## src/tcsio_consts.svh

```systemverilog
// Constants of the cooler supervisory block
`ifndef TCSIO_CONSTS_SVH
`define TCSIO_CONSTS_SVH
`define TCSIO_ADDR_CTRL 8'h00
`define TCSIO_ADDR_CFG 8'h04
`define TCSIO_ADDR_TARGET 8'h08
`define TCSIO_ADDR_STATUS 8'h0c
`define TCSIO_ADDR_IRQ_STAT 8'h10
`define TCSIO_ADDR_IRQ_MASK 8'h14
`define TCSIO_ADDR_TEMP 8'h18
`define TCSIO_CFG_RST 32'h0000_0000
`define TCSIO_CFG_RUN_HI 0
`define TCSIO_CFG_CLR_HI 1
`define TCSIO_CFG_RDY_LO 2
`define TCSIO_CFG_RDY_OC 3
`define TCSIO_CFG_ATS_LO 4
`define TCSIO_CFG_ATS_OC 5
`define TCSIO_CFG_HOST_MODE 6
`define TCSIO_CTRL_HOST_RUN 0
`define TCSIO_CTRL_CLEAR 1
`define TCSIO_CTRL_BOOT_DONE 2
`define TCSIO_IRQ_SENSOR 0
`define TCSIO_IRQ_SHORT 1
`define TCSIO_IRQ_READY 2
`define TCSIO_IRQ_ATS 3
`define TCSIO_TOL 16'h0010
`define TCSIO_ADC_FULL 12'hfff
`define TCSIO_SPAN_50C 16'h0320
`endif

```

## src/tcsio_pkg.sv

```systemverilog
// Types of the cooler supervisory block
package tcsio_pkg;
  typedef enum logic [1:0] {
    TCSIO_BOOT = 2'b00,
    TCSIO_IDLE = 2'b01,
    TCSIO_RUN = 2'b10,
    TCSIO_FAULT = 2'b11
  } tcsio_state_type;
  typedef struct packed {
    logic open;
    logic shorted;
    logic [15:0] temp;
  } tcsio_sensor_type;
endpackage : tcsio_pkg

```

## src/tcsio_top.sv

```systemverilog
// Supervisory gating, fault latching and indicator outputs of the cooler controller
`timescale 1ns/1ps
`include "tcsio_consts.svh"
// What this block does
// - Run and clear inputs have separate polarity settings, both low-active by default.
// - Power stage and regulation run only while the run request is active.
// - Clear input clears latched errors without resetting the processor.
// - Ready and at-setpoint outputs have polarity and drive settings, default high push-pull.
// - Ready goes active once operational and drops on any internal error.
// - At-setpoint active only while enabled and temperature within one degree.
// - Open or shorted sensor enters the error state and disables output.
// - Hardware short-circuit detector cuts the power stage directly.
// - Analog target maps 0 to 5 V linearly onto 0 to 50 degrees.
// - A setting chooses analog or host target; host mode ignores the analog input.
// - Second analog input is reserved and unused; no analog outputs.
// - Host command protocol is the same on both physical link variants.
// - Host run request still needs the hardware run input active.
// - Host clear command clears errors exactly like the clear input.
module tcsio_top (
  input wire logic clk,
  input wire logic rst,
  input wire logic [7:0] addr,
  input wire logic [31:0] wdata,
  input wire logic wr,
  input wire logic rd,
  output logic [31:0] rdata,
  input wire logic run_request_input,
  input wire logic error_clear_input,
  input wire logic [11:0] analog_target_input,
  input wire logic [11:0] analog_spare_input,
  input wire tcsio_pkg::tcsio_sensor_type sensor,
  input wire logic short_detect,
  output logic stage_enable,
  output logic ready_out,
  output logic ready_oe,
  output logic at_target_out,
  output logic at_target_oe,
  output logic [15:0] target_temp,
  output logic irq
);
  tcsio_pkg::tcsio_state_type state_reg;
  tcsio_pkg::tcsio_state_type state_next;
  logic [31:0] cfg_reg;
  logic [15:0] host_target_reg;
  logic host_run_reg;
  logic boot_done_reg;
  logic clear_cmd_reg;
  logic [1:0] run_sync_reg;
  logic [1:0] clr_sync_reg;
  logic clr_prev_reg;
  logic [1:0] short_sync_reg;
  logic [1:0] sens_sync_reg;
  logic err_sensor_reg;
  logic err_short_reg;
  logic [3:0] irq_stat_reg;
  logic [3:0] irq_mask_reg;
  logic [15:0] temp_reg;
  logic ready_prev_reg;
  logic ats_prev_reg;
  logic run_act;
  logic clear_pulse;
  logic enabled;
  logic near_target;
  logic ready_lvl;
  logic ats_lvl;
  logic [15:0] analog_target;
  logic [27:0] scaled;
  logic [3:0] events;

  // Polarity correction before synchronisation; config bit set means high-active
  always_ff @(posedge clk) begin
    if (rst) begin
      run_sync_reg <= 2'h0;
      clr_sync_reg <= 2'h0;
      short_sync_reg <= 2'h0;
      sens_sync_reg <= 2'h0;
    end else begin
      run_sync_reg <= {run_sync_reg[0], run_request_input ~^ cfg_reg[`TCSIO_CFG_RUN_HI]};
      clr_sync_reg <= {clr_sync_reg[0], error_clear_input ~^ cfg_reg[`TCSIO_CFG_CLR_HI]};
      short_sync_reg <= {short_sync_reg[0], short_detect};
      sens_sync_reg <= {sens_sync_reg[0], sensor.open | sensor.shorted};
    end
  end

  assign run_act = run_sync_reg[1];
  // Edge only, so a held clear switch does not mask a new fault
  always_ff @(posedge clk) begin
    if (rst) begin
      clr_prev_reg <= 1'b0;
    end else begin
      clr_prev_reg <= clr_sync_reg[1];
    end
  end
  assign clear_pulse = (clr_sync_reg[1] & ~clr_prev_reg) | clear_cmd_reg;

  // Fault latches; a still-present cause wins over the clear
  always_ff @(posedge clk) begin
    if (rst) begin
      err_sensor_reg <= 1'b0;
      err_short_reg <= 1'b0;
    end else begin
      if (sens_sync_reg[1]) begin
        err_sensor_reg <= 1'b1;
      end else if (clear_pulse) begin
        err_sensor_reg <= 1'b0;
      end
      if (short_sync_reg[1]) begin
        err_short_reg <= 1'b1;
      end else if (clear_pulse) begin
        err_short_reg <= 1'b0;
      end
    end
  end

  // Supervisory state machine
  always_comb begin
    state_next = state_reg;
    case (state_reg)
      tcsio_pkg::TCSIO_BOOT: begin
        if (boot_done_reg) begin
          state_next = tcsio_pkg::TCSIO_IDLE;
        end
      end
      tcsio_pkg::TCSIO_IDLE: begin
        if (err_sensor_reg | err_short_reg) begin
          state_next = tcsio_pkg::TCSIO_FAULT;
        end else if (run_act & (host_run_reg | ~cfg_reg[`TCSIO_CFG_HOST_MODE])) begin
          state_next = tcsio_pkg::TCSIO_RUN;
        end
      end
      tcsio_pkg::TCSIO_RUN: begin
        if (err_sensor_reg | err_short_reg) begin
          state_next = tcsio_pkg::TCSIO_FAULT;
        end else if (~run_act | (cfg_reg[`TCSIO_CFG_HOST_MODE] & ~host_run_reg)) begin
          state_next = tcsio_pkg::TCSIO_IDLE;
        end
      end
      default: begin
        if (~err_sensor_reg & ~err_short_reg) begin
          state_next = tcsio_pkg::TCSIO_IDLE;
        end
      end
    endcase
  end

  always_ff @(posedge clk) begin
    if (rst) begin
      state_reg <= tcsio_pkg::TCSIO_BOOT;
    end else begin
      state_reg <= state_next;
    end
  end

  // Stage cut directly by the synchronised short detector, no firmware path
  always_ff @(posedge clk) begin
    if (rst) begin
      stage_enable <= 1'b0;
    end else begin
      stage_enable <= (state_next == tcsio_pkg::TCSIO_RUN) & ~short_sync_reg[1];
    end
  end

  // Analog target scaled linearly: full scale equals 50 degrees in 1/16 degree units
  assign scaled = 28'(analog_target_input) * 28'(`TCSIO_SPAN_50C);
  assign analog_target = 16'(scaled / 28'(`TCSIO_ADC_FULL));
  // Spare analog input deliberately unread
  always_ff @(posedge clk) begin
    if (rst) begin
      target_temp <= 16'h0000;
      temp_reg <= 16'h0000;
    end else begin
      target_temp <= cfg_reg[`TCSIO_CFG_HOST_MODE] ? host_target_reg : analog_target;
      temp_reg <= sensor.temp;
    end
  end

  assign enabled = (state_reg == tcsio_pkg::TCSIO_RUN);
  assign near_target = (temp_reg >= target_temp ? temp_reg - target_temp :
                        target_temp - temp_reg) <= `TCSIO_TOL;
  assign ready_lvl = (state_reg == tcsio_pkg::TCSIO_IDLE) | enabled;
  assign ats_lvl = enabled & near_target;

  // Open collector only sinks: enable when the pin level is low
  always_ff @(posedge clk) begin
    if (rst) begin
      ready_out <= 1'b0;
      ready_oe <= 1'b1;
      at_target_out <= 1'b0;
      at_target_oe <= 1'b1;
      ready_prev_reg <= 1'b0;
      ats_prev_reg <= 1'b0;
    end else begin
      ready_out <= ready_lvl ^ cfg_reg[`TCSIO_CFG_RDY_LO];
      ready_oe <= ~cfg_reg[`TCSIO_CFG_RDY_OC] | ~(ready_lvl ^ cfg_reg[`TCSIO_CFG_RDY_LO]);
      at_target_out <= ats_lvl ^ cfg_reg[`TCSIO_CFG_ATS_LO];
      at_target_oe <= ~cfg_reg[`TCSIO_CFG_ATS_OC] | ~(ats_lvl ^ cfg_reg[`TCSIO_CFG_ATS_LO]);
      ready_prev_reg <= ready_lvl;
      ats_prev_reg <= ats_lvl;
    end
  end

  // Sticky events; set wins over write-one-to-clear
  assign events = {ats_lvl & ~ats_prev_reg, ready_prev_reg & ~ready_lvl,
                   short_sync_reg[1], sens_sync_reg[1]};
  always_ff @(posedge clk) begin
    if (rst) begin
      irq_stat_reg <= 4'h0;
      irq <= 1'b0;
    end else begin
      if (wr && addr == `TCSIO_ADDR_IRQ_STAT) begin
        irq_stat_reg <= (irq_stat_reg & ~wdata[3:0]) | events;
      end else begin
        irq_stat_reg <= irq_stat_reg | events;
      end
      irq <= |(irq_stat_reg & irq_mask_reg);
    end
  end

  // Register writes; the host link protocol layer sits outside and uses this port
  always_ff @(posedge clk) begin
    if (rst) begin
      cfg_reg <= `TCSIO_CFG_RST;
      host_target_reg <= 16'h0000;
      host_run_reg <= 1'b0;
      boot_done_reg <= 1'b0;
      clear_cmd_reg <= 1'b0;
      irq_mask_reg <= 4'h0;
    end else begin
      clear_cmd_reg <= 1'b0;
      if (wr) begin
        if (addr == `TCSIO_ADDR_CTRL) begin
          host_run_reg <= wdata[`TCSIO_CTRL_HOST_RUN];
          clear_cmd_reg <= wdata[`TCSIO_CTRL_CLEAR];
          boot_done_reg <= boot_done_reg | wdata[`TCSIO_CTRL_BOOT_DONE];
        end else if (addr == `TCSIO_ADDR_CFG) begin
          cfg_reg <= {25'h0000000, wdata[6:0]};
        end else if (addr == `TCSIO_ADDR_TARGET) begin
          host_target_reg <= wdata[15:0];
        end else if (addr == `TCSIO_ADDR_IRQ_MASK) begin
          irq_mask_reg <= wdata[3:0];
        end
      end
    end
  end

  // Read data one cycle after the strobe; unmapped reads as zero
  always_ff @(posedge clk) begin
    if (rst) begin
      rdata <= 32'h0000_0000;
    end else if (rd) begin
      if (addr == `TCSIO_ADDR_CTRL) begin
        rdata <= {29'h0000000, boot_done_reg, 1'b0, host_run_reg};
      end else if (addr == `TCSIO_ADDR_CFG) begin
        rdata <= cfg_reg;
      end else if (addr == `TCSIO_ADDR_TARGET) begin
        rdata <= {16'h0000, target_temp};
      end else if (addr == `TCSIO_ADDR_STATUS) begin
        rdata <= {24'h000000, ats_lvl, ready_lvl, err_short_reg, err_sensor_reg,
                  2'h0, state_reg};
      end else if (addr == `TCSIO_ADDR_IRQ_STAT) begin
        rdata <= {28'h0000000, irq_stat_reg};
      end else if (addr == `TCSIO_ADDR_IRQ_MASK) begin
        rdata <= {28'h0000000, irq_mask_reg};
      end else if (addr == `TCSIO_ADDR_TEMP) begin
        rdata <= {16'h0000, temp_reg};
      end else begin
        rdata <= 32'h0000_0000;
      end
    end else begin
      rdata <= 32'h0000_0000;
    end
  end
endmodule : tcsio_top

```

## config.mk

```make
export PLATFORM = sky130hd
export DESIGN_NAME = tcsio_top
export DESIGN_NICKNAME = d
export VERILOG_FILES = /design/src/tcsio_pkg.sv /design/src/tcsio_top.sv
export VERILOG_INCLUDE_DIRS = /design/src
export SDC_FILE = /design/constraint.sdc
export NUM_CORES = 1
export LEC_CHECK = 0
export BUFFER_PORTS_ARGS = -buffer_cell sky130_fd_sc_hd__buf_2
export CAP_MARGIN = 5
export CORE_AREA = 2 2 180 182
export CTS_BUF_LIST = sky130_fd_sc_hd__clkbuf_8
export DETAILED_ROUTE_END_ITERATION = 10
export DIE_AREA = 0 0 182 184
export PLACE_DENSITY_LB_ADDON = 0.08
export SLEW_MARGIN = 5
export SYNTH_ARGS = -nofsm -noshare
export SYNTH_HDL_FRONTEND = slang
export SYNTH_SLANG_ARGS = --single-unit
```

## constraint.sdc

```tcl
create_clock -name clk -period 18.4 [get_ports clk]
set_input_delay 5.52 -clock clk [delete_from_list [all_inputs] [get_ports clk]]
set_output_delay 5.52 -clock clk [all_outputs]
set_load 0.01 [all_outputs]
```

==> results.md <==
* Status: finished clean
* Pwr dens at 141 mW/mm^2
* Endpoints failing hold at 0
* Worst slack, placed at 0.526 ns
* Crit path capture type: flop
* CTS max path bufs at 2
* Max Clock Skew at 0.0134 ns
* Dominant cell type by area after synthesis: dfxtp_1
* CTS Buf Count at 9
* CP delay by family, top: simple AND/OR/NAND/NOR gates
* Post-CTS setup buffers at 0
* Top_reg_cell synth: dfxtp_1
* Routed WL per cell at 17.9 microns
* Commonest cells post-synth: 135 x nand2_1, 131 x nor2_1, 125 x a21oi_1
* Residual DRC at 0
* VDD IR-drop max at 0.0765 mV
* Crit start category: input pin
* Layout area overhead at 12.5%
* Post-CTS resize count at 0
* Slew at the pin closest to its max-slew limit at 0.939 ns
* Layout cell share with drive strength beyond 1 at 19.3%
* CP arrival at 17.76 ns
* Hold_buf cts at 0
* Tot GR Track Use at 20.6%
* Worst path bufs/invs at 9
* CP Class: input pin to flop
* Placed insts at 1926
* Core area at 0.0314 sq mm
* Leak pwr at 0.00498 uW
* Synthesized cell area at 0.0109 sq mm
* Initial antenna violation count at 0
* Vias at 10.7k
* Pwr Total at 1730 uW
* Vias in the first global route at 10.2k
* Most frequent CP cell: ha_1
* Filler Cell Count at 3372
* Part of the cycle the worst path needs at 94.9%
* Syn Inst Count at 1413
* Cell variety after synth at 127
* Setup ws final at 0.935 ns
* Nets at 1715
* Count leader, synth: nand2_1
* DIE WIDTH at 182 microns
* DR vias/cell at 5.50
* Period minus WS final at 17.47 ns
* Worst hold path type: flop to flop
* Final setup vio count at 0
* Post-synth top area share at 18.9%
* Antenna diodes at 0
* Largest net degree at the start of global routing at 78
* Full die area at 0.0335 sq mm
* Unrepaired setup endpoints after global routing: false
* Register area at 0.00206 sq mm
* Finished Layout Cells at 1942
* IO Port Bufs at 98
* Peak fanout along the critical path at 12
* Largest cells by area after synthesis: dfxtp_1 19%, ha_1 9.7%, a21oi_1 5.7%, nand2_1 4.7%, nor2_1 4.5%
* Post-DP HPWL at 28200 microns
* DRT iter0 DRCs at 654
* CTS tree: yes
* Global route overflow at 0
* Chip height at 184 microns
* Setup_tns at 0 ns
* CP max stage delay at 0.85 ns
* Area of the multi-input gates at 0.00810 sq mm
* Synth async-reset ratio at 0%
* Dpl cell area at 0.0121 sq mm
* CTS sink cnt at 103
* Slew Limit Headroom at 37.1%
* Placer congestion estimate at 0.899
* # IOs at 143
* Required @ worst endpoint at 18.69 ns
* Slew Limit Fails at 0
* R2R setup slack at 12.46 ns
* Highest-delay cell along the critical path: or4_1
* Clk_lat worst skew at 0.39 ns
* Yosys warns at 0
* Yosys reg bits at 103
* Fin area at 0.0123 sq mm
* FMAX at 57.3 MHz
* Syn_area_per_cell at 7.71 sq um
* Post-synth EDFFs at 0
* Number of core rows at 65
* Root Buffer: clkbuf_8
* Register area share after synthesis at 18.9%
* Initial Util at 34.7%
* Post-Route WL at 34800 microns
* CTS clk-pin slew, worst paths at 0.10 ns
* First-pass GRT wire length at 55200 microns
* Max_cap viols at 0
* Antenna Nets Post-Route at 0
* H-tree depth at 3
* DR pass1 iterations at 5
stage by stage:
| step | util, % | hold slack, ns |
|---|---|---|
| 2_1_floorplan | - | 0.371 |
| 4_1_cts | 39.0 | 0.446 |
| 3_5_place_dp | 38.4 | 0.422 |
| 6_report | 39.0 | 0.441 |
| 5_1_grt | 39.0 | 0.459 |
| 3_3_place_gp | 38.4 | 0.417 |
layout make-up:
cell class | count | share of cell area, %
clock inverters | 6 | 0.500
flip-flops and latches | 103 | 16.8
clock buffers | 10 | 1.12
repair buffers | 175 | 8.72
well taps | 402 | 4.11
inverters | 84 | 2.57
multi-input cells | 1162 | 66.1
routing by layer:
metal | part of all wire (%) | wire (microns) | global-route usage, % | up-vias
li1 | - | - | - | 5367
met3 | 4.4 | 1530 | 2.54 | 40
met5 | 0 | 0 | 0 | -
met2 | 47 | 16200 | 35.1 | 258
met1 | 47 | 16300 | 27.1 | 5025
met4 | 2.1 | 714 | 6.39 | 0
path summary, 6_finish.rpt:
check                             startpoint                         end  cells after the start
setup / recovery      analog_target_input[1]   target_temp[0]$_SDFF_PP0_                     50
setup reg to reg   target_temp[1]$_SDFF_PP0_         rdata[7]$_SDFF_PP0_                     26
hold reg to reg   clr_sync_reg[0]$_SDFF_PP0_  clr_sync_reg[1]$_SDFF_PP0_                      1
hold / removal    clr_sync_reg[0]$_SDFF_PP0_  clr_sync_reg[1]$_SDFF_PP0_                      1
kinds of logic (layout without fill, tap and decap cells):
logic type	count (synthesis)	in the layout	synth area share, %
AO/OA/AOI/OAI	401	401	26.5
multiplexers	39	39	4.02
other	1	16	0.0344
AND/OR/NAND/NOR	561	561	27.8
adder cells (fa/ha/maj)	93	93	11.1
XOR/XNOR	52	52	4.39
buffers and inverters	163	275	7.25
flip-flops	103	103	18.9
worst reg2reg max path: cells and delay by family (launching register included):
family	cells	cell delay, ns
AO/OA/AOI/OAI	12	2.65
AND/OR/NAND/NOR	10	1.80
flip-flops	1	0.46
adder cells (fa/ha/maj)	1	0.33
buffers and inverters	2	0.30
XOR/XNOR	1	0.30
cells in the final DEF, fill, tap and decap left out, types with 7 or more instances in the layout:
master and instances:
and2_1 16, dfxtp_1 103, xnor2_1 35, a22oi_1 13, buf_2 98, o31ai_1 10
clkbuf_8 10, mux2i_1 25, ha_1 84, o211a_1 7, xor2_1 14, o21bai_1 13
o21ai_1 10, and3_1 16, nor3_2 7, a21o_1 17, a31oi_1 21, conb_1 16
buf_4 77, o31a_1 9, o21ai_0 44, or4_1 8, nor2b_1 41, nor4_1 17
nand2b_1 19, fa_1 7, or3_1 11, a211oi_1 14, o211ai_1 17, nand3_1 38
nor3_1 31, inv_1 83, nand4_1 19, a21oi_1 125, and4_1 7, mux2_2 10
nor2_1 131, nand2_1 135
report_power, final:
part | switching, uW | total [uW] | internal, uW
Combinational | 783 | 1340 | 556
Clock | 79.0 | 145 | 66.2
Sequential | 15.4 | 249 | 234
Total | 877 | 1730 | 856
Power figures use the tool's default switching activity.
